**src/ict_pkg.sv**
```systemverilog
// instruction cycle timing: shared constants, enumerations and widths
// assumes one clock domain; all counts are in clock periods
package ict_pkg;

  // ==========================================================
  // widths
  localparam int CLK_W = 9;
  localparam int RW_W  = 4;
  localparam int EA_W  = 8;
  localparam int SHN_W = 6;

  // ==========================================================
  // bus cycle length without wait states
  localparam logic [CLK_W-1:0] BUS_CYCLE_CLKS = 9'h004;
  localparam logic [1:0]       BUS_LAST_PHASE = 2'h3;

  // ==========================================================
  // base clock counts per instruction group
  localparam logic [CLK_W-1:0] STD_REG_BW       = 9'h004;
  localparam logic [CLK_W-1:0] STD_REG_L        = 9'h006;
  localparam logic [CLK_W-1:0] STD_REG_L_DIRECT = 9'h008;
  localparam logic [CLK_W-1:0] STD_ADDR_BW      = 9'h008;
  localparam logic [CLK_W-1:0] CMP_ADDR         = 9'h006;
  localparam logic [CLK_W-1:0] STD_MEM_BW       = 9'h008;
  localparam logic [CLK_W-1:0] STD_MEM_L        = 9'h00C;
  localparam logic [CLK_W-1:0] XOR_REG_L        = 9'h008;
  localparam logic [CLK_W-1:0] SDIV_CLKS        = 9'h09E;
  localparam logic [CLK_W-1:0] UDIV_CLKS        = 9'h08C;
  localparam logic [CLK_W-1:0] MUL_BASE         = 9'h026;
  localparam logic [CLK_W-1:0] MUL_MAX          = 9'h046;
  localparam logic [CLK_W-1:0] IMM_REG_BW       = 9'h008;
  localparam logic [CLK_W-1:0] IMM_REG_L        = 9'h010;
  localparam logic [CLK_W-1:0] IMM_MEM_BW       = 9'h00C;
  localparam logic [CLK_W-1:0] IMM_MEM_L        = 9'h014;
  localparam logic [CLK_W-1:0] SGL_REG_BW       = 9'h004;
  localparam logic [CLK_W-1:0] SGL_REG_L        = 9'h006;
  localparam logic [CLK_W-1:0] SHF_REG_BW       = 9'h006;
  localparam logic [CLK_W-1:0] SHF_REG_L        = 9'h008;
  localparam logic [CLK_W-1:0] SHF_MEM          = 9'h008;
  localparam logic [CLK_W-1:0] SCC_FALSE        = 9'h004;
  localparam logic [CLK_W-1:0] SCC_TRUE         = 9'h006;
  localparam logic [CLK_W-1:0] SCC_MEM          = 9'h008;
  localparam logic [CLK_W-1:0] BIT_DYN_MEM      = 9'h008;
  localparam logic [CLK_W-1:0] BIT_STAT_MEM     = 9'h00C;
  localparam logic [CLK_W-1:0] BIT_DYN_REG      = 9'h008;
  localparam logic [CLK_W-1:0] BIT_STAT_REG     = 9'h00C;

  // ==========================================================
  // enumerations
  typedef enum logic [3:0] {
    OP_ADD, OP_SUB, OP_AND, OP_OR, OP_CMP, OP_XOR,
    OP_SIGNED_DIVIDE, OP_UNSIGNED_DIVIDE, OP_SIGNED_MULTIPLY, OP_UNSIGNED_MULTIPLY,
    OP_IMMEDIATE, OP_SINGLE, OP_SHIFT, OP_SET_COND, OP_BIT_CHANGE
  } ict_op_t;

  typedef enum logic [1:0] {DST_DATA, DST_ADDR, DST_MEM} ict_dst_t;
  typedef enum logic [1:0] {SZ_BYTE, SZ_WORD, SZ_LONG} ict_size_t;
  typedef enum logic [1:0] {ST_IDLE = 2'b01, ST_RUN = 2'b10} ict_state_t;

endpackage

```
**src/ict_bus_if.sv**
```systemverilog
// instruction cycle timing: link between sequencer and bus cycle engine
// assumes both ends share one clock
`timescale 1ns/100ps
interface ict_bus_if;
  logic start;
  logic is_write;
  logic stall;
  logic can_issue;
  logic fin;
  logic rd_strobe;
  logic wr_strobe;

  modport seq (output start, is_write, input stall, can_issue, fin, rd_strobe, wr_strobe);
  modport eng (input start, is_write, output stall, can_issue, fin, rd_strobe, wr_strobe);
endinterface

```
**src/ict_bus_engine.sv**
```systemverilog
// instruction cycle timing: one bus read or write cycle at a time
// assumes bus_ready is synchronous and sampled on the last phase
`timescale 1ns/100ps
module ict_bus_engine import ict_pkg::*; (
  input wire logic clk,
  input wire logic reset,
  input wire logic bus_ready,
  ict_bus_if.eng   bus
);

  // ==========================================================
  // phase counting
  logic       active_r;
  logic       write_r;
  logic [1:0] phase_r;
  logic       last;
  logic       rd_r;
  logic       wr_r;

  assign last          = active_r && (phase_r == BUS_LAST_PHASE);
  assign bus.stall     = last && !bus_ready;
  assign bus.fin       = last && bus_ready;
  assign bus.can_issue = !active_r;
  assign bus.rd_strobe = rd_r;
  assign bus.wr_strobe = wr_r;

  always_ff @(posedge clk or posedge reset) begin
    if (reset) begin
      active_r <= 1'b0;
      write_r  <= 1'b0;
      phase_r  <= 2'h0;
    end else if (bus.start) begin
      active_r <= 1'b1;
      write_r  <= bus.is_write;
      phase_r  <= 2'h1;
    end else if (bus.fin) begin
      active_r <= 1'b0;
    end else if (active_r && (phase_r != BUS_LAST_PHASE)) begin
      phase_r <= phase_r + 2'h1;
    end
  end

  // ==========================================================
  // strobes, one clock behind the cycle
  always_ff @(posedge clk or posedge reset) begin
    if (reset) begin
      rd_r <= 1'b0;
      wr_r <= 1'b0;
    end else begin
      rd_r <= (bus.start && !bus.is_write) || (active_r && !write_r);
      wr_r <= (bus.start && bus.is_write) || (active_r && write_r);
    end
  end

endmodule // ict_bus_engine

```
**src/ict_sequencer.sv**
```systemverilog
// instruction cycle timing: per-instruction clock and bus cycle sequencer
// assumes decoded instruction fields are held while instr_valid is high
//
// Contract
// - clock count covers operation, result store and next word fetch
// - flagged entries add effective address clocks and reads; writes come from the base entry only
// - exactly the given reads and writes are run, counted apart
// - long add, subtract, and, or take 8 not 6 with register or immediate source
// - xor into data register needs data register source; 4 or 8 clocks
// - signed divide 158, unsigned divide 140 clocks plus address time
// - multiply takes 38 plus 2n clocks, one read, at most 70
// - unsigned multiply n is count of one bits in source
// - signed multiply n is count of bit changes in source with zero appended
// - immediate forms include reads for their extension words
// - address register destination never takes byte size
// - index register size has no effect on time
// - register shifts 6 or 8 plus 2n; memory shifts word only, 8 clocks
// - set on condition to register takes 4 if false, 6 if true
// - memory bit change 8 clocks dynamic, 12 clocks static, plus address time
// - every bus cycle takes four clocks without wait states
// - wait states lengthen the instruction by exactly the added clocks
// - shift n is number of positions shifted
`timescale 1ns/100ps
module ict_sequencer import ict_pkg::*; (
  input  wire logic         clk,
  input  wire logic         reset,
  input  wire logic         instr_valid,
  input  wire ict_op_t      instr_op,
  input  wire ict_size_t    instr_size,
  input  wire ict_dst_t     instr_dst,
  input  wire logic         src_reg_or_imm,
  input  wire logic         src_data_reg,
  input  wire logic [EA_W-1:0]  ea_clks,
  input  wire logic [RW_W-1:0]  ea_reads,
  input  wire logic [15:0]  src_value,
  input  wire logic [SHN_W-1:0] shift_count,
  input  wire logic         cond_true,
  input  wire logic         bit_static,
  input  wire logic         bus_ready,
  output logic              decode_ready_r,
  output logic              instr_done_r,
  output logic              illegal_r,
  output logic              bus_read_r,
  output logic              bus_write_r,
  output logic [CLK_W-1:0]  clocks_used_r,
  output logic [RW_W-1:0]   reads_done_r,
  output logic [RW_W-1:0]   writes_done_r
);

  // ==========================================================
  // helpers
  function automatic logic [CLK_W-1:0] ones16(input logic [15:0] v);
    logic [CLK_W-1:0] n;
    n = '0;
    for (int i = 0; i < 16; i++) begin
      n = n + {8'h00, v[i]};
    end
    return n;
  endfunction

  function automatic logic [CLK_W-1:0] changes17(input logic [15:0] v);
    logic [16:0] w;
    logic [CLK_W-1:0] n;
    w = {v, 1'b0};
    n = '0;
    for (int i = 0; i < 16; i++) begin
      n = n + {8'h00, w[i+1] ^ w[i]};
    end
    return n;
  endfunction

  function automatic logic [CLK_W-1:0] bus_clks(input logic [RW_W-1:0] n);
    return {5'h00, n} * BUS_CYCLE_CLKS;
  endfunction

  // ==========================================================
  // base timing decode
  ict_bus_if bus ();

  logic [CLK_W-1:0] tm_clks;
  logic [RW_W-1:0]  tm_rd;
  logic [RW_W-1:0]  tm_wr;
  logic             tm_ok;
  logic             tm_ea;
  logic             is_long;
  logic             is_arith;
  logic [CLK_W-1:0] tot_clks;
  logic [RW_W-1:0]  tot_rd;

  assign is_long  = (instr_size == SZ_LONG);
  assign is_arith = (instr_op == OP_ADD) || (instr_op == OP_SUB) || (instr_op == OP_AND) || (instr_op == OP_OR);

  always_comb begin
    tm_clks = STD_REG_BW;
    tm_rd   = 4'h1;
    tm_wr   = 4'h0;
    tm_ok   = 1'b1;
    tm_ea   = 1'b0;
    case (instr_op)
      OP_ADD, OP_SUB, OP_AND, OP_OR, OP_CMP, OP_XOR: begin
        tm_ea = 1'b1;
        if (instr_dst == DST_MEM) begin
          tm_ok   = (instr_op != OP_CMP);
          tm_clks = is_long ? STD_MEM_L : STD_MEM_BW;
          tm_wr   = is_long ? 4'h2 : 4'h1;
        end else if (instr_dst == DST_ADDR) begin
          tm_ok   = ((instr_op == OP_ADD) || (instr_op == OP_SUB) || (instr_op == OP_CMP)) &&
                    (instr_size != SZ_BYTE);
          tm_clks = (instr_op == OP_CMP) ? CMP_ADDR : (is_long ? STD_REG_L : STD_ADDR_BW);
        end else if (instr_op == OP_XOR) begin
          tm_ok   = src_data_reg;
          tm_ea   = 1'b0;
          tm_clks = is_long ? XOR_REG_L : STD_REG_BW;
        end else begin
          tm_clks = is_long ? STD_REG_L : STD_REG_BW;
        end
        if (is_arith && is_long && (instr_dst != DST_MEM) && src_reg_or_imm) begin
          tm_clks = STD_REG_L_DIRECT;
        end
      end
      OP_SIGNED_DIVIDE, OP_UNSIGNED_DIVIDE: begin
        tm_ok   = (instr_dst == DST_DATA);
        tm_ea   = 1'b1;
        tm_clks = (instr_op == OP_SIGNED_DIVIDE) ? SDIV_CLKS : UDIV_CLKS;
      end
      OP_SIGNED_MULTIPLY: begin
        tm_ok   = (instr_dst == DST_DATA);
        tm_ea   = 1'b1;
        tm_clks = MUL_BASE + (changes17(src_value) << 1);
      end
      OP_UNSIGNED_MULTIPLY: begin
        tm_ok   = (instr_dst == DST_DATA);
        tm_ea   = 1'b1;
        tm_clks = MUL_BASE + (ones16(src_value) << 1);
      end
      OP_IMMEDIATE: begin
        tm_ok   = (instr_dst != DST_ADDR);
        tm_rd   = is_long ? 4'h3 : 4'h2;
        if (instr_dst == DST_MEM) begin
          tm_ea   = 1'b1;
          tm_clks = is_long ? IMM_MEM_L : IMM_MEM_BW;
          tm_wr   = is_long ? 4'h2 : 4'h1;
        end else begin
          tm_clks = is_long ? IMM_REG_L : IMM_REG_BW;
        end
      end
      OP_SINGLE: begin
        tm_ok = (instr_dst != DST_ADDR);
        if (instr_dst == DST_MEM) begin
          tm_ea   = 1'b1;
          tm_clks = is_long ? STD_MEM_L : STD_MEM_BW;
          tm_wr   = is_long ? 4'h2 : 4'h1;
        end else begin
          tm_clks = is_long ? SGL_REG_L : SGL_REG_BW;
        end
      end
      OP_SHIFT: begin
        if (instr_dst == DST_MEM) begin
          tm_ok   = (instr_size == SZ_WORD);
          tm_ea   = 1'b1;
          tm_clks = SHF_MEM;
          tm_wr   = 4'h1;
        end else begin
          tm_ok   = (instr_dst == DST_DATA);
          tm_clks = (is_long ? SHF_REG_L : SHF_REG_BW) + {2'h0, shift_count, 1'b0};
        end
      end
      OP_SET_COND: begin
        tm_ok = (instr_dst != DST_ADDR);
        if (instr_dst == DST_MEM) begin
          tm_ea   = 1'b1;
          tm_clks = SCC_MEM;
          tm_wr   = 4'h1;
        end else begin
          tm_clks = cond_true ? SCC_TRUE : SCC_FALSE;
        end
      end
      OP_BIT_CHANGE: begin
        if (instr_dst == DST_MEM) begin
          tm_ok   = (instr_size == SZ_BYTE);
          tm_ea   = 1'b1;
          tm_clks = bit_static ? BIT_STAT_MEM : BIT_DYN_MEM;
          tm_rd   = bit_static ? 4'h2 : 4'h1;
          tm_wr   = 4'h1;
        end else begin
          tm_ok   = (instr_dst == DST_DATA) && is_long;
          tm_clks = bit_static ? BIT_STAT_REG : BIT_DYN_REG;
          tm_rd   = bit_static ? 4'h2 : 4'h1;
        end
      end
      default: begin
        tm_ok = 1'b0;
      end
    endcase
  end

  // effective address time taken as given; index size never enters it
  assign tot_clks = tm_clks + (tm_ea ? {1'b0, ea_clks} : 9'h000);
  assign tot_rd   = tm_rd + (tm_ea ? ea_reads : 4'h0);

  // ==========================================================
  // sequencer state
  ict_state_t       state_r;
  logic [CLK_W-1:0] remaining_r;
  logic [RW_W-1:0]  reads_left_r;
  logic [RW_W-1:0]  writes_left_r;
  logic [CLK_W-1:0] elapsed_r;
  logic             accept;
  logic             finish;

  assign accept    = (state_r == ST_IDLE) && instr_valid;
  assign finish    = (state_r == ST_RUN) && (remaining_r == 9'h001) && !bus.stall;
  assign bus.start = (state_r == ST_RUN) && bus.can_issue &&
                     ((reads_left_r != 4'h0) ||
                      ((writes_left_r != 4'h0) && (remaining_r == bus_clks(writes_left_r))));
  assign bus.is_write = (reads_left_r == 4'h0);

  always_ff @(posedge clk or posedge reset) begin
    if (reset) begin
      state_r <= ST_IDLE;
    end else begin
      case (state_r)
        ST_IDLE: begin
          if (accept && tm_ok) begin
            state_r <= ST_RUN;
          end
        end
        ST_RUN: begin
          if (finish) begin
            state_r <= ST_IDLE;
          end
        end
        default: begin
          state_r <= ST_IDLE;
        end
      endcase
    end
  end

  // remaining clock count, frozen while a bus cycle waits; elapsed count keeps running
  always_ff @(posedge clk or posedge reset) begin
    if (reset) begin
      remaining_r <= '0;
      elapsed_r   <= '0;
    end else if (accept && tm_ok) begin
      remaining_r <= tot_clks;
      elapsed_r   <= '0;
    end else if (state_r == ST_RUN) begin
      elapsed_r <= elapsed_r + 9'h001;
      if (!bus.stall) begin
        remaining_r <= remaining_r - 9'h001;
      end
    end
  end

  always_ff @(posedge clk or posedge reset) begin
    if (reset) begin
      reads_left_r  <= '0;
      writes_left_r <= '0;
    end else if (accept && tm_ok) begin
      reads_left_r  <= tot_rd;
      writes_left_r <= tm_wr;
    end else if (bus.start && !bus.is_write) begin
      reads_left_r <= reads_left_r - 4'h1;
    end else if (bus.start) begin
      writes_left_r <= writes_left_r - 4'h1;
    end
  end

  // ==========================================================
  // outputs
  always_ff @(posedge clk or posedge reset) begin
    if (reset) begin
      reads_done_r  <= '0;
      writes_done_r <= '0;
    end else if (accept && tm_ok) begin
      reads_done_r  <= '0;
      writes_done_r <= '0;
    end else if (bus.start && !bus.is_write) begin
      reads_done_r <= reads_done_r + 4'h1;
    end else if (bus.start) begin
      writes_done_r <= writes_done_r + 4'h1;
    end
  end

  always_ff @(posedge clk or posedge reset) begin
    if (reset) begin
      decode_ready_r <= 1'b1;
      instr_done_r   <= 1'b0;
      illegal_r      <= 1'b0;
      clocks_used_r  <= '0;
    end else begin
      decode_ready_r <= finish || ((state_r == ST_IDLE) && !(accept && tm_ok));
      instr_done_r   <= finish;
      illegal_r      <= accept && !tm_ok;
      if (finish) begin
        clocks_used_r <= elapsed_r + 9'h001;
      end
    end
  end

  assign bus_read_r  = bus.rd_strobe;
  assign bus_write_r = bus.wr_strobe;

  ict_bus_engine u_engine (
    .clk       (clk),
    .reset     (reset),
    .bus_ready (bus_ready),
    .bus       (bus.eng)
  );

  // ==========================================================
  // checks
  logic [CLK_W-1:0] exp_clks_r;
  logic [CLK_W-1:0] waits_r;
  logic [RW_W-1:0]  exp_rd_r;
  logic [RW_W-1:0]  exp_wr_r;

  always_ff @(posedge clk or posedge reset) begin
    if (reset) begin
      exp_clks_r <= '0;
      waits_r    <= '0;
      exp_rd_r   <= '0;
      exp_wr_r   <= '0;
    end else if (accept && tm_ok) begin
      exp_clks_r <= tot_clks;
      waits_r    <= '0;
      exp_rd_r   <= tot_rd;
      exp_wr_r   <= tm_wr;
    end else if (bus.stall) begin
      waits_r <= waits_r + 9'h001;
    end
  end

  a_total_clocks: assert property (@(posedge clk) disable iff (reset)
    instr_done_r |-> clocks_used_r == exp_clks_r + waits_r) else $error("instruction clock total wrong");
  a_read_writes: assert property (@(posedge clk) disable iff (reset)
    instr_done_r |-> (reads_done_r == exp_rd_r) && (writes_done_r == exp_wr_r)) else $error("bus cycle count wrong");
  a_decode_gate: assert property (@(posedge clk) disable iff (reset)
    (accept && tm_ok) |=> !decode_ready_r) else $error("decode opened early");
  a_decode_reopen: assert property (@(posedge clk) disable iff (reset)
    !decode_ready_r |=> (decode_ready_r == instr_done_r)) else $error("decode reopened without end");
  a_bus_four: assert property (@(posedge clk) disable iff (reset)
    $rose(bus_read_r) |-> bus_read_r[*4]) else $error("read cycle shorter than four clocks");
  a_long_direct: assert property (@(posedge clk) disable iff (reset)
    (accept && is_arith && is_long && (instr_dst == DST_DATA) && src_reg_or_imm)
      |-> tm_clks == STD_REG_L_DIRECT) else $error("long direct not eight clocks");
  a_xor_source: assert property (@(posedge clk) disable iff (reset)
    (accept && (instr_op == OP_XOR) && (instr_dst == DST_DATA) && !src_data_reg) |=> illegal_r)
    else $error("bad xor source accepted");
  a_div_time: assert property (@(posedge clk) disable iff (reset)
    (accept && (instr_op == OP_SIGNED_DIVIDE)) |-> tot_clks == SDIV_CLKS + {1'b0, ea_clks})
    else $error("signed divide time wrong");
  a_mul_bound: assert property (@(posedge clk) disable iff (reset)
    (accept && ((instr_op == OP_SIGNED_MULTIPLY) || (instr_op == OP_UNSIGNED_MULTIPLY))) |-> tm_clks <= MUL_MAX)
    else $error("multiply above bound");
  a_byte_addr: assert property (@(posedge clk) disable iff (reset)
    (accept && (instr_dst == DST_ADDR) && (instr_size == SZ_BYTE)) |=> illegal_r && decode_ready_r)
    else $error("byte to address register accepted");
  a_set_cond: assert property (@(posedge clk) disable iff (reset)
    (accept && (instr_op == OP_SET_COND) && (instr_dst == DST_DATA))
      |-> tm_clks == (cond_true ? SCC_TRUE : SCC_FALSE)) else $error("set on condition time wrong");

  c_wait_state: cover property (@(posedge clk) disable iff (reset) bus.stall ##[1:20] instr_done_r);
  c_write_cycle: cover property (@(posedge clk) disable iff (reset) $rose(bus_write_r));
  c_illegal: cover property (@(posedge clk) disable iff (reset) illegal_r);
  c_multiply: cover property (@(posedge clk) disable iff (reset)
    accept && (instr_op == OP_SIGNED_MULTIPLY) && (src_value == 16'h5555));

endmodule // ict_sequencer

```
**config.mk**
```make
export PLATFORM = sky130hd
export DESIGN_NAME = ict_sequencer
export DESIGN_NICKNAME = d
export VERILOG_FILES = /design/src/ict_pkg.sv /design/src/ict_bus_if.sv /design/src/ict_bus_engine.sv /design/src/ict_sequencer.sv
export SDC_FILE = /design/constraint.sdc
export NUM_CORES = 1
export LEC_CHECK = 0
export ABC_AREA = 1
export BUFFER_PORTS_ARGS = -buffer_cell sky130_fd_sc_hd__buf_2
export CAP_MARGIN = 10
export CORE_ASPECT_RATIO = 1.2
export CORE_MARGIN = 1
export CORE_UTILIZATION = 44
export DETAILED_ROUTE_END_ITERATION = 16
export PLACE_DENSITY = 0.67
export SETUP_SLACK_MARGIN = 0.5
export SLEW_MARGIN = 5
export SYNTH_ARGS = -nofsm -noshare
export SYNTH_HDL_FRONTEND = slang
export SYNTH_SLANG_ARGS = --single-unit
```
**constraint.sdc**
```tcl
create_clock -name clk -period 1.94 [get_ports clk]
set_input_delay 0.194 -clock clk [delete_from_list [all_inputs] [get_ports clk]]
set_output_delay 0.194 -clock clk [all_outputs]
set_load 0.1 [all_outputs]
```
==> Word level (Yosys, flattened, before mapping) <==
Cells that the tools add are included.
{ "word_totals": {"regBits": 54, "out_inout_bits": 22, "elab_cells": 228} }
{ "classes": {"addsub": 42, "n_eq_ne": 32, "muxes": 63, "bitwise": 15, "n_reduce_logical": 60} }
{ "op_table": {"columns": ["operator", "n"], "rows": [
  ["$add A8 B1 Y8", 16],
  ["$pmux W9 S9", 1],
  ["$mux W4", 20],
  ["$mux W9", 6],
  ["$eq A4 B4 Y1 const B", 7],
  ["$logic_and A1 B1 Y1", 22],
  ["$mux W2", 10],
  ["$mux W5", 4],
  ["$add A6 B9 Y9 const A", 2],
  ["$add A7 B1 Y8", 2],
  ["$eq A4 B3 Y1 const B", 4],
  ["$mux W8", 2],
  ["$xor A1 B1 Y1", 15],
  ["$add A6 B1 Y7", 2],
  ["$mux W1", 13],
  ["$add A5 B1 Y6", 2],
  ["$pmux W2 S2", 3],
  ["$reduce_bool A2 Y1", 6],
  ["$add A4 B1 Y5", 2],
  ["$ne A2 B2 Y1 const B", 5],
  ["$add A9 B1 Y9 const B", 1],
  ["$add A9 B8 Y9", 1],
  ["$eq A9 B1 Y1 const B", 1],
  ["$eq A9 B6 Y1", 1],
  ["other kinds (30)", 64]
]} }

==> Logic depth before layout (Yosys ltp) <==
Gate-level depths: netlist of the first run.
{ "logic_depth": {"depth_word": 20, "ltp_mapped": 29, "ltp_nobuf": 29} }

==> Hierarchy <==
Synthesis of the first run repeated with hierarchy kept, for this count alone.
{ "unflattened": {"cells_unflattened": 700, "hier_area_um2": 5154.9} }
{ "by_module_without_submodules": {"columns": ["mod", "instances", "cells_each", "area_per_inst_um2"], "rows": [
  ["ict_sequencer", 1, 671, 4884.7],
  ["ict_bus_engine", 1, 29, 270.3]
]} }

==> Worst setup path after synthesis of the first run <==
OpenSTA, ideal clock, no wires.
{ "synth_path": {"path_type": "input -> register", "startpoint": "input src_value[5]", "endpoint": "register remaining_r[7]", "setup_time_ps": 123, "t_arrival_ps": 4797, "required_time_ps": 1817, "slack_ps": -2980, "path_stages": 22, "path_buffers": 0, "path_cell_list": "xor2_1 fa_1 fa_1 fa_1 inv_1 fa_1 inv_1 ha_1 fa_1 o21ai_1 ha_1 o21ai_0 nor3_1 o21ai_0 inv_1 fa_1 inv_1 nand4_1 nand3_1 xor2_1 o21ai_0 nand2_1"} }
{ "synth_via": {"elab_chain_cells": 16, "word_cells_on_any_way": 29, "classes_between": "25 x add/sub; 2 x mux; 2 x bitwise"} }
{ "synth_rtl": {"columns": ["element", "line", "text"], "rows": [
  ["start, declared", "ict_sequencer.sv:35", "input wire logic [15:0] src_value,"],
  ["$xor A1 B1 Y1", "ict_sequencer.sv:67", "n = n + {8'h00, w[i+1] ^ w[i]};"],
  ["$add A5 B1 Y6", "ict_sequencer.sv:67", null],
  ["$add A6 B1 Y7", "ict_sequencer.sv:67", null],
  ["$add A7 B1 Y8", "ict_sequencer.sv:67", null],
  ["$add A8 B1 Y8 (8 in a row)", "ict_sequencer.sv:67", null],
  ["$add A6 B9 Y9", "ict_sequencer.sv:129", "tm_clks = MUL_BASE + (changes17(src_value) << 1);"],
  ["$pmux W9 S9 *", "ict_sequencer.sv:99", "case (instr_op)"],
  ["$add A9 B8 Y9 *", "ict_sequencer.sv:198", "assign tot_clks = tm_clks + (tm_ea ? {1'b0, ea_clks} : 9'h000);"],
  ["$mux W9 *", "ict_sequencer.sv:245", "end else if (accept && tm_ok) begin"],
  ["end signal, assigned", "ict_sequencer.sv:246", "remaining_r <= tot_clks;"],
  ["end signal, assigned", "ict_sequencer.sv:251", "remaining_r <= remaining_r - 9'h001;"],
  ["end, declared", "ict_sequencer.sv:204", "logic [CLK_W-1:0] remaining_r;"]
]} }
Every way passes the cells marked *; elsewhere a longest branch is shown, timed or not.
A chain may end at the register's enable or synchronous reset.

==> Final worst setup path of the first run <==
Ends and elaborated chain as after synthesis.

==> results of run 1 <==
cell families (layout without fill, tap and decap cells):
| family | after synthesis | after routing | synth area share |
|---|---|---|---|
| simple gates | 303 | 303 | 0.275 |
| buf+inv | 143 | 356 | 0.116 |
| compound gates | 89 | 89 | 0.103 |
| fa+ha+maj | 55 | 55 | 0.167 |
| flops | 54 | 54 | 0.264 |
| xor+xnor | 44 | 44 | 0.0753 |
layer usage:
layer	wire length [um]	GRT usage
met1	5780	0.268
met2	7620	0.433
met3	441	0.0268
met4	281	0.0797
met5	0	0
synth_stat cells (all sizes together), types with 9 or more instances:
cell type and instances:
o21ai 48, xor2 35, fa 22, nor2 57, or2 9, xnor2 9, dfrtp 52, a21oi 15
nand2 162, nand3 56, buf 9, inv 133, ha 33
power by group through the flow:
stage	logic (mW)	clock network [mW]	registers, mW
2_1_floorplan	2.63	0	1.80
3_3_place_gp	3.92	0	1.57
3_5_place_dp	4.05	0	1.58
4_1_cts	4.85	0.919	1.57
5_1_grt	6.21	0.960	1.64
6_report	5.62	0.904	1.61
repair_timing:
item	CTS	global route
cloned	0	0
endpoints found under the setup margin	54	54
resized for setup	98	90
buffers inserted	24	19
endpoints found under the hold margin	52	0
pin swaps	41	44
hold buffers	1	0
registers in the layout, indices dropped and copies added, names as in the netlist, 2 cells and up:
| name | cells |
|---|---|
| writes_done_r | 4 |
| elapsed_r | 9 |
| writes_left_r | 4 |
| reads_done_r | 4 |
| state_r | 2 |
| clocks_used_r | 9 |
| reads_left_r | 4 |
| u_engine.phase_r | 2 |
| remaining_r | 9 |
worst paths after layout:
check / end / slack, ns / cells past startpoint
worst max-delay path: remaining_r[7] / -2.88 / 26
worst max register to register: writes_done_r[2] / 0.22 / 8
worst min-delay path: u_engine.active_r / 0.20 / 3
worst min register to register: clocks_used_r[5] / 0.48 / 2
max in group asynchronous: decode_ready_r / 1.13 / 4
min in group asynchronous: u_engine.write_r / 0.51 / 4
worst max-delay path: cells and delay by family:
kind	cells	cell delay (ns)
xor gates and xnor gates	2	0.32
buffers and inverters	7	0.54
adders and majority gates	8	3.27
AOI/OAI and AO/OA	3	0.27
and+or+nand+nor	6	0.41
area by class of cell:
cell class	instances	share of cell area
multi-input combinational	491	0.498
sequential	54	0.178
tap	154	0.0251
clock inverter	3	0.00309
inverter	134	0.0700
timing repair buffer	214	0.209
clock buffer	5	0.0163
==> results.cfg, run 1 <==
[routing]
drt-initial-drc-count = 183
ant_nets = 0
wl_per_cell_um = 13.4
vias = 5236
route.detailed.drc = 0
first_pass_iters = 5
routed_wl_um = 14100
vias_per_cell = 4.96

[finish]
final_area_sq_um = 7680
drive_gt1_frac = 0.453
syn_to_final_growth_pct = 50.1
final_cell_count_no_fill = 1055
antenna_cells = 0
final.fill_count = 854
multi_input_comb_area_sq_um = 3830
fin_util = 0.686
mostFrequentLayoutCells = buf_4, nand2_1, inv_1, buf_2, dfrtp_1
layout_commonest_cell = buf_4
nNetsFinal = 1005
ff_latch_area_sq_um = 1370

[critical_path]
worstPathRequired_ns = 2.13
crit_path_start = src_value[5]
crit_path_max_fanout = 3
worstReg2RegStart = remaining_r[5]
path_class = input port to flip-flop
crit_path_top_delay_cell = fa_1
crit_path_start_kind = input port
endpoint_kind = flip-flop
crit_arrival_ns = 5.01
cpPeakStageDelay_ns = 0.56
cpMostUsedCell = fa_1

[timing]
timing.hold.ws_ns = 0.202
tightest_slew_ns = 0.489
finalHoldViolCount = 0
setup_viol = 8
report.final.slew_viol_count = 0
period_minus_slack_ns = 4.82
max_freq_mhz = 207
rsz0062_at_grt = true
clock_skew_ns = 0.00647
setup_ws_ns = -2.88
fin_crit_sh = 2.49
relSlewSlack = 0.676
setup_tns_ns = -20.63

[flow_run]
cap_violations = 0

[yosys]
ys.flop_type = dfrtp_1
yosysTopAreaCell = dfrtp_1
syn_area_per_cell_sq_um = 7.44
synth_edf_count = 0
synth_area_leaders = dfrtp_1, nand2_1, inv_1
yosysTopAreaCellShare = 0.254
syn-cell-area_sq_um = 5120
synth-warning-count = 0
synthArstFlopShare = 1.00
ys_types = 47
netlist_instances = 688
ys_ff_latch = 54
yosysSeqAreaShare = 0.264
synth_nets = 793

[placed_design]
placedCellCount = 1003
dpl_cell_area_sq_um = 6460
dpl_worst_slack_ns = -3.16
hpwlAfterDp_um = 9990
io_buffers = 71
gp_congestion = 0.932

[global_route]
grt_max_degree = 55
antenna_found_initial = 0
gr-usage-all-layers = 0.231
grt_overflow = 0
grt_pass1_vias = 5243
grt_pass1_wl_um = 22600

[clock_network]
cts_tree = done
cts.sinks = 54
clockRootBuffer = clkbuf_16
htreeDepth = 2
clk_latency_ns = 0.29
clkSlewWorstSetupHoldPaths_ns = 0.07
cts_buffers = 5
cts.path.max_buffers = 2

[pwr]
power_frac_clock = 0.111
seqPwrFrac = 0.198
p_leak_nw = 3.97
netSwitchingFraction = 0.459
cellPowerDensity_nw_per_um2 = 1060
p_switching_mw = 3.74
intPower_mw = 4.40
total_power_mw = 8.14
ir_worst_vdd_mv = 0.647
pwr-share-comb = 0.691

[floorplan]
start_util = 0.457
dieArea_sq_um = 12100
fp.dieW_um = 100
die_y_um = 120
row_count = 42
io_pins = 72
core-area_sq_um = 11200

[min_path]
holdCritPathClass = input port to flip-flop
worstHoldStart = bus_ready

[status]
violations = negative setup slack
outcome = finished with violations
Power figures use the tool's default switching activity.
==> run 2: changes to the inputs <==
- SKIP_LAST_GASP: not set -> 1
==> results.cfg, run 2 (synthesis gave the netlist of run 1 again) <==
[routing]
route.detailed.drc = 0
vias_per_cell = 4.91
routed_wl_um = 13900
vias = 5176
wl_per_cell_um = 13.2
first_pass_iters = 4
ant_nets = 0
drt-initial-drc-count = 161

[timing]
fin_crit_sh = 2.48
max_freq_mhz = 208
setup_viol = 8
setup_ws_ns = -2.86
report.final.slew_viol_count = 0
tightest_slew_ns = 0.489
rsz0062_at_grt = true
period_minus_slack_ns = 4.80
relSlewSlack = 0.676
clock_skew_ns = 0.00390
finalHoldViolCount = 0

[placed_design]
gp_congestion = 0.932
io_buffers = 71
hpwlAfterDp_um = 9990

[critical_path]
cpMostUsedCell = fa_1
crit_path_start = src_value[5]
crit_arrival_ns = 4.99
crit_path_max_fanout = 3
path_class = input port to flip-flop
worstReg2RegStart = remaining_r[5]
cpPeakStageDelay_ns = 0.56
crit_path_start_kind = input port
crit_buf_inv = 7
crit_path_top_delay_cell = fa_1
endpoint_kind = flip-flop
worstPathRequired_ns = 2.13
path_delay_family = adder cells

[global_route]
grtUsageMet3 = 0.0239
grt_pass1_vias = 5237
grt_pass1_wl_um = 22500
grt_max_degree = 55
gr-usage-met1 = 0.270
global_route.usage.met2 = 0.432
grt_overflow = 0
gr-usage-all-layers = 0.231
antenna_found_initial = 0
busiest_layer = met2

[clock_network]
clockRootBuffer = clkbuf_16
clkSlewWorstSetupHoldPaths_ns = 0.07
cts.sinks = 54
clk_latency_ns = 0.29
htreeDepth = 2
cts_buffers = 5
cts.path.max_buffers = 2
cts_tree = done

[min_path]
worstHoldStart = bus_ready
holdCritPathClass = input port to flip-flop

[finish]
nNetsFinal = 1004
antenna_cells = 0
final.fill_count = 872
syn_to_final_growth_pct = 48.0
drive_gt1_frac = 0.432
reg.largest.list = clocks_used_r (9), elapsed_r (9), remaining_r (9)
mostFrequentLayoutCells = nand2_1, buf_4, inv_1, buf_2, dfrtp_1
fin_util = 0.677
layout_commonest_cell = nand2_1

[floorplan]
fp.dieW_um = 100
dieArea_sq_um = 12100
io_pins = 72
start_util = 0.457
row_count = 42
core-area_sq_um = 11200
die_y_um = 120

[pwr]
total_power_mw = 8.02
ir_worst_vdd_mv = 0.633
p_leak_nw = 3.95
cellPowerDensity_nw_per_um2 = 1060

[status]
outcome = finished with violations
violations = negative setup slack

[flow_run]
cap_violations = 0
run 2: cell type report:
type	instances	area (sq um)	share of cell area
Inverter	134	534	0.0705
Multi-Input combinational cell	491	3760	0.496
Sequential cell	54	1370	0.180
Timing Repair Buffer	213	1580	0.208
Clock inverter	3	23.8	0.00314
Tap cell	154	193	0.0254
Clock buffer	5	125	0.0165
run 2: power by group:
group / switching, mW / leakage, nW / internal (mW)
combinational: 3.01 / 3.19 / 2.51
clock: 0.413 / 0.0664 / 0.483
sequential: 0.249 / 0.694 / 1.36
run 2: final timing paths:
check	end	slack, ns	cells after the start
setup / recovery	remaining_r[7]	-2.86	26
hold / removal	u_engine.active_r	0.21	3
setup reg to reg	writes_done_r[2]	0.24	8
hold reg to reg	clocks_used_r[5]	0.47	2
max in group asynchronous	state_r[0]	1.13	4
min in group asynchronous	writes_left_r[2]	0.52	4
run 2: worst reg2reg max path: cells and delay by family, from the launching register on:
| family | cells | cell delay [ns] |
|---|---|---|
| and+or+nand+nor | 6 | 0.81 |
| DFF | 1 | 0.48 |
| xor gates and xnor gates | 2 | 0.34 |
run 2: per-layer routing:
| layer | part of all wire | vias up |
|---|---|---|
| li1 | - | 2580 |
| met4 | 0.025 | 0 |
| met5 | 0 | - |
| met1 | 0.41 | 2425 |
| met3 | 0.038 | 37 |
| met2 | 0.53 | 134 |
run 2: through the flow:
step	worst slack, ns	hold WS [ns]	area (sq um)	cells	setup TNS (ns)
3_5_place_dp	-3.16	0.291	6460	1003	-24.78
5_1_grt	-3.02	0.212	7580	1054	-22.24
4_1_cts	-2.80	0.214	7190	1036	-20.60
2_1_floorplan	-2.72	0.261	5280	688	-19.92
3_3_place_gp	-3.05	0.286	6460	1003	-23.91
6_report	-2.86	0.205	7580	1054	-20.65
run 2: timing repair:
action	in CTS	in global routing
hold buffers	1	0
gates resized for setup	89	76
endpoints found under the hold margin	52	0
endpoints found under the setup margin	54	54
pin swaps	38	49
setup buffers	24	18
==> run 3: changes to the inputs <==
- CORE_MARGIN: 1 -> not set
- SYNTH_HIERARCHICAL: not set -> 1
==> results.cfg, run 3 <==
[critical_path]
cpPeakStageDelay_ns = 0.56
crit_buf_inv = 4
crit_path_start = src_value[8]
crit_path_max_fanout = 2
crit_path_top_delay_cell = fa_1
crit_arrival_ns = 5.12
worstReg2RegStart = remaining_r[2]
reg2reg_to = remaining_r[7]
r2r_cells = 8
path_delay_family = adder cells
worstPathRequired_ns = 2.13
cpMostUsedCell = fa_1
crit_path_start_kind = input port
r2r_slack_ns = -0.05
endpoint_kind = flip-flop
path_class = input port to flip-flop

[timing]
rsz0062_at_grt = true
relSlewSlack = 0.677
fin_crit_sh = 2.54
setup_ws_ns = -2.99
tightest_slew_ns = 0.488
period_minus_slack_ns = 4.93
clock_skew_ns = 0.00565
max_freq_mhz = 203
timing.hold.ws_ns = 0.176
report.final.slew_viol_count = 0
setup_viol = 11
finalHoldViolCount = 0

[routing]
drt-initial-drc-count = 152
ant_nets = 0
routed_wl_um = 15100
wl_per_cell_um = 13.8
vias = 5352
vias_per_cell = 4.90
first_pass_iters = 4
route.detailed.drc = 0

[finish]
antenna_cells = 0
mostFrequentLayoutCells = nand2_1, buf_4, inv_1, buf_2, dfrtp_1
layout_commonest_cell = nand2_1
drive_gt1_frac = 0.459
syn_to_final_growth_pct = 57.7
nNetsFinal = 1042
final.fill_count = 836
fin_util = 0.725
reg.largest.list = clocks_used_r (9), elapsed_r (9), remaining_r (9)
final_area_sq_um = 8110

[placed_design]
hpwlAfterDp_um = 10500
dpl_cell_area_sq_um = 6550
dpl_worst_slack_ns = -3.36
gp_congestion = 0.887
io_buffers = 71

[min_path]
worstHoldStart = ea_clks[0]
holdCritPathClass = input port to flip-flop
holdPathStages = 3
hold_end = remaining_r[0]

[yosys]
synth_nets = 804
syn_area_per_cell_sq_um = 7.36
netlist_instances = 699
syn-cell-area_sq_um = 5140
synth-warning-count = 6

[pwr]
total_power_mw = 8.27
p_leak_nw = 4.19
ir_worst_vdd_mv = 0.752
cellPowerDensity_nw_per_um2 = 1020

[status]
outcome = finished with violations
violations = negative setup slack

[global_route]
antenna_found_initial = 0
grt_max_degree = 49
grt_overflow = 0
grt_pass1_vias = 5499
grt_pass1_wl_um = 24100
gr-usage-all-layers = 0.249

[floorplan]
fp.dieW_um = 101
dieArea_sq_um = 12100
start_util = 0.460
die_y_um = 120
core-area_sq_um = 11200
row_count = 42
io_pins = 72

[clock_network]
clkSlewWorstSetupHoldPaths_ns = 0.06
cts_buffers = 5
clockRootBuffer = clkbuf_16
clk_latency_ns = 0.30
cts.sinks = 54
cts_tree = done
cts.path.max_buffers = 2
htreeDepth = 2

[flow_run]
cap_violations = 0
run 3: cell count changes in the layout (fill, tap and decap cells not counted), sizes merged, moves of 4 or more:
| cell | delta |
|---|---|
| xor2 | -6 |
| nor2 | +6 |
| inv | +4 |
| buf | +23 |
| o21ai | +4 |
| nor3 | -4 |
| nand2 | +13 |
| o211ai | -4 |
| nand3 | -9 |
| a21oi | +6 |
run 3: cell type report:
| class | count | area, sq um | area share |
|---|---|---|---|
| multi-input combinational | 498 | 3920 | 0.483 |
| timing repair buffer | 238 | 1940 | 0.240 |
| sequential | 54 | 1360 | 0.168 |
| inverter | 140 | 558 | 0.0688 |
| tap | 154 | 193 | 0.0237 |
| clock buffer | 7 | 133 | 0.0163 |
| clock inverter | 1 | 7.51 | 0.000925 |
run 3: timing repair:
action                                 CTS  global route
setup endpoints to repair               53            55
endpoints found under the hold margin   52             0
setup buffers                           42            25
gates resized for setup                107            96
pin swaps                               58            61
hold buffers                             1             0
cloned                                   4             1
run 3: power by group:
| group | switching, mW | leakage [nW] | total (mW) | internal [mW] |
|---|---|---|---|---|
| clock network | 0.398 | 0.0641 | 0.878 | 0.480 |
| registers | 0.213 | 0.703 | 1.60 | 1.39 |
| logic | 3.19 | 3.42 | 5.79 | 2.61 |
| total | 3.80 | 4.19 | 8.27 | 4.47 |
run 3: through the flow:
step                      TNS, ns  cells
final                      -22.27   1092
after global routing       -24.17   1092
after CTS                  -22.18   1066
after detailed placement   -26.02   1011
after global placement     -25.14   1011
after floorplan            -21.18    699
run 3: worst max-delay path by stage:
stage	end	cells past startpoint
global placement	remaining_r[8]	25
global route	remaining_r[8]	25
finish	remaining_r[8]	25
floorplan	remaining_r[8]	24
CTS	remaining_r[8]	25
detailed placement	remaining_r[8]	25
run 3: routing by layer:
layer / GRT usage / routed length [um] / up-vias
li1: - / - / 2666
met1: 0.271 / 6040 / 2510
met2: 0.473 / 8110 / 128
met3: 0.0312 / 401 / 48
met4: 0.113 / 534 / 0
met5: 0 / 0 / -
run 3: worst reg2reg max path, delay by kind of cell, from the launching register on:
family / cells / cell delay (ns)
simple gates: 7 / 1.29
flops: 1 / 0.45
xor+xnor: 1 / 0.16
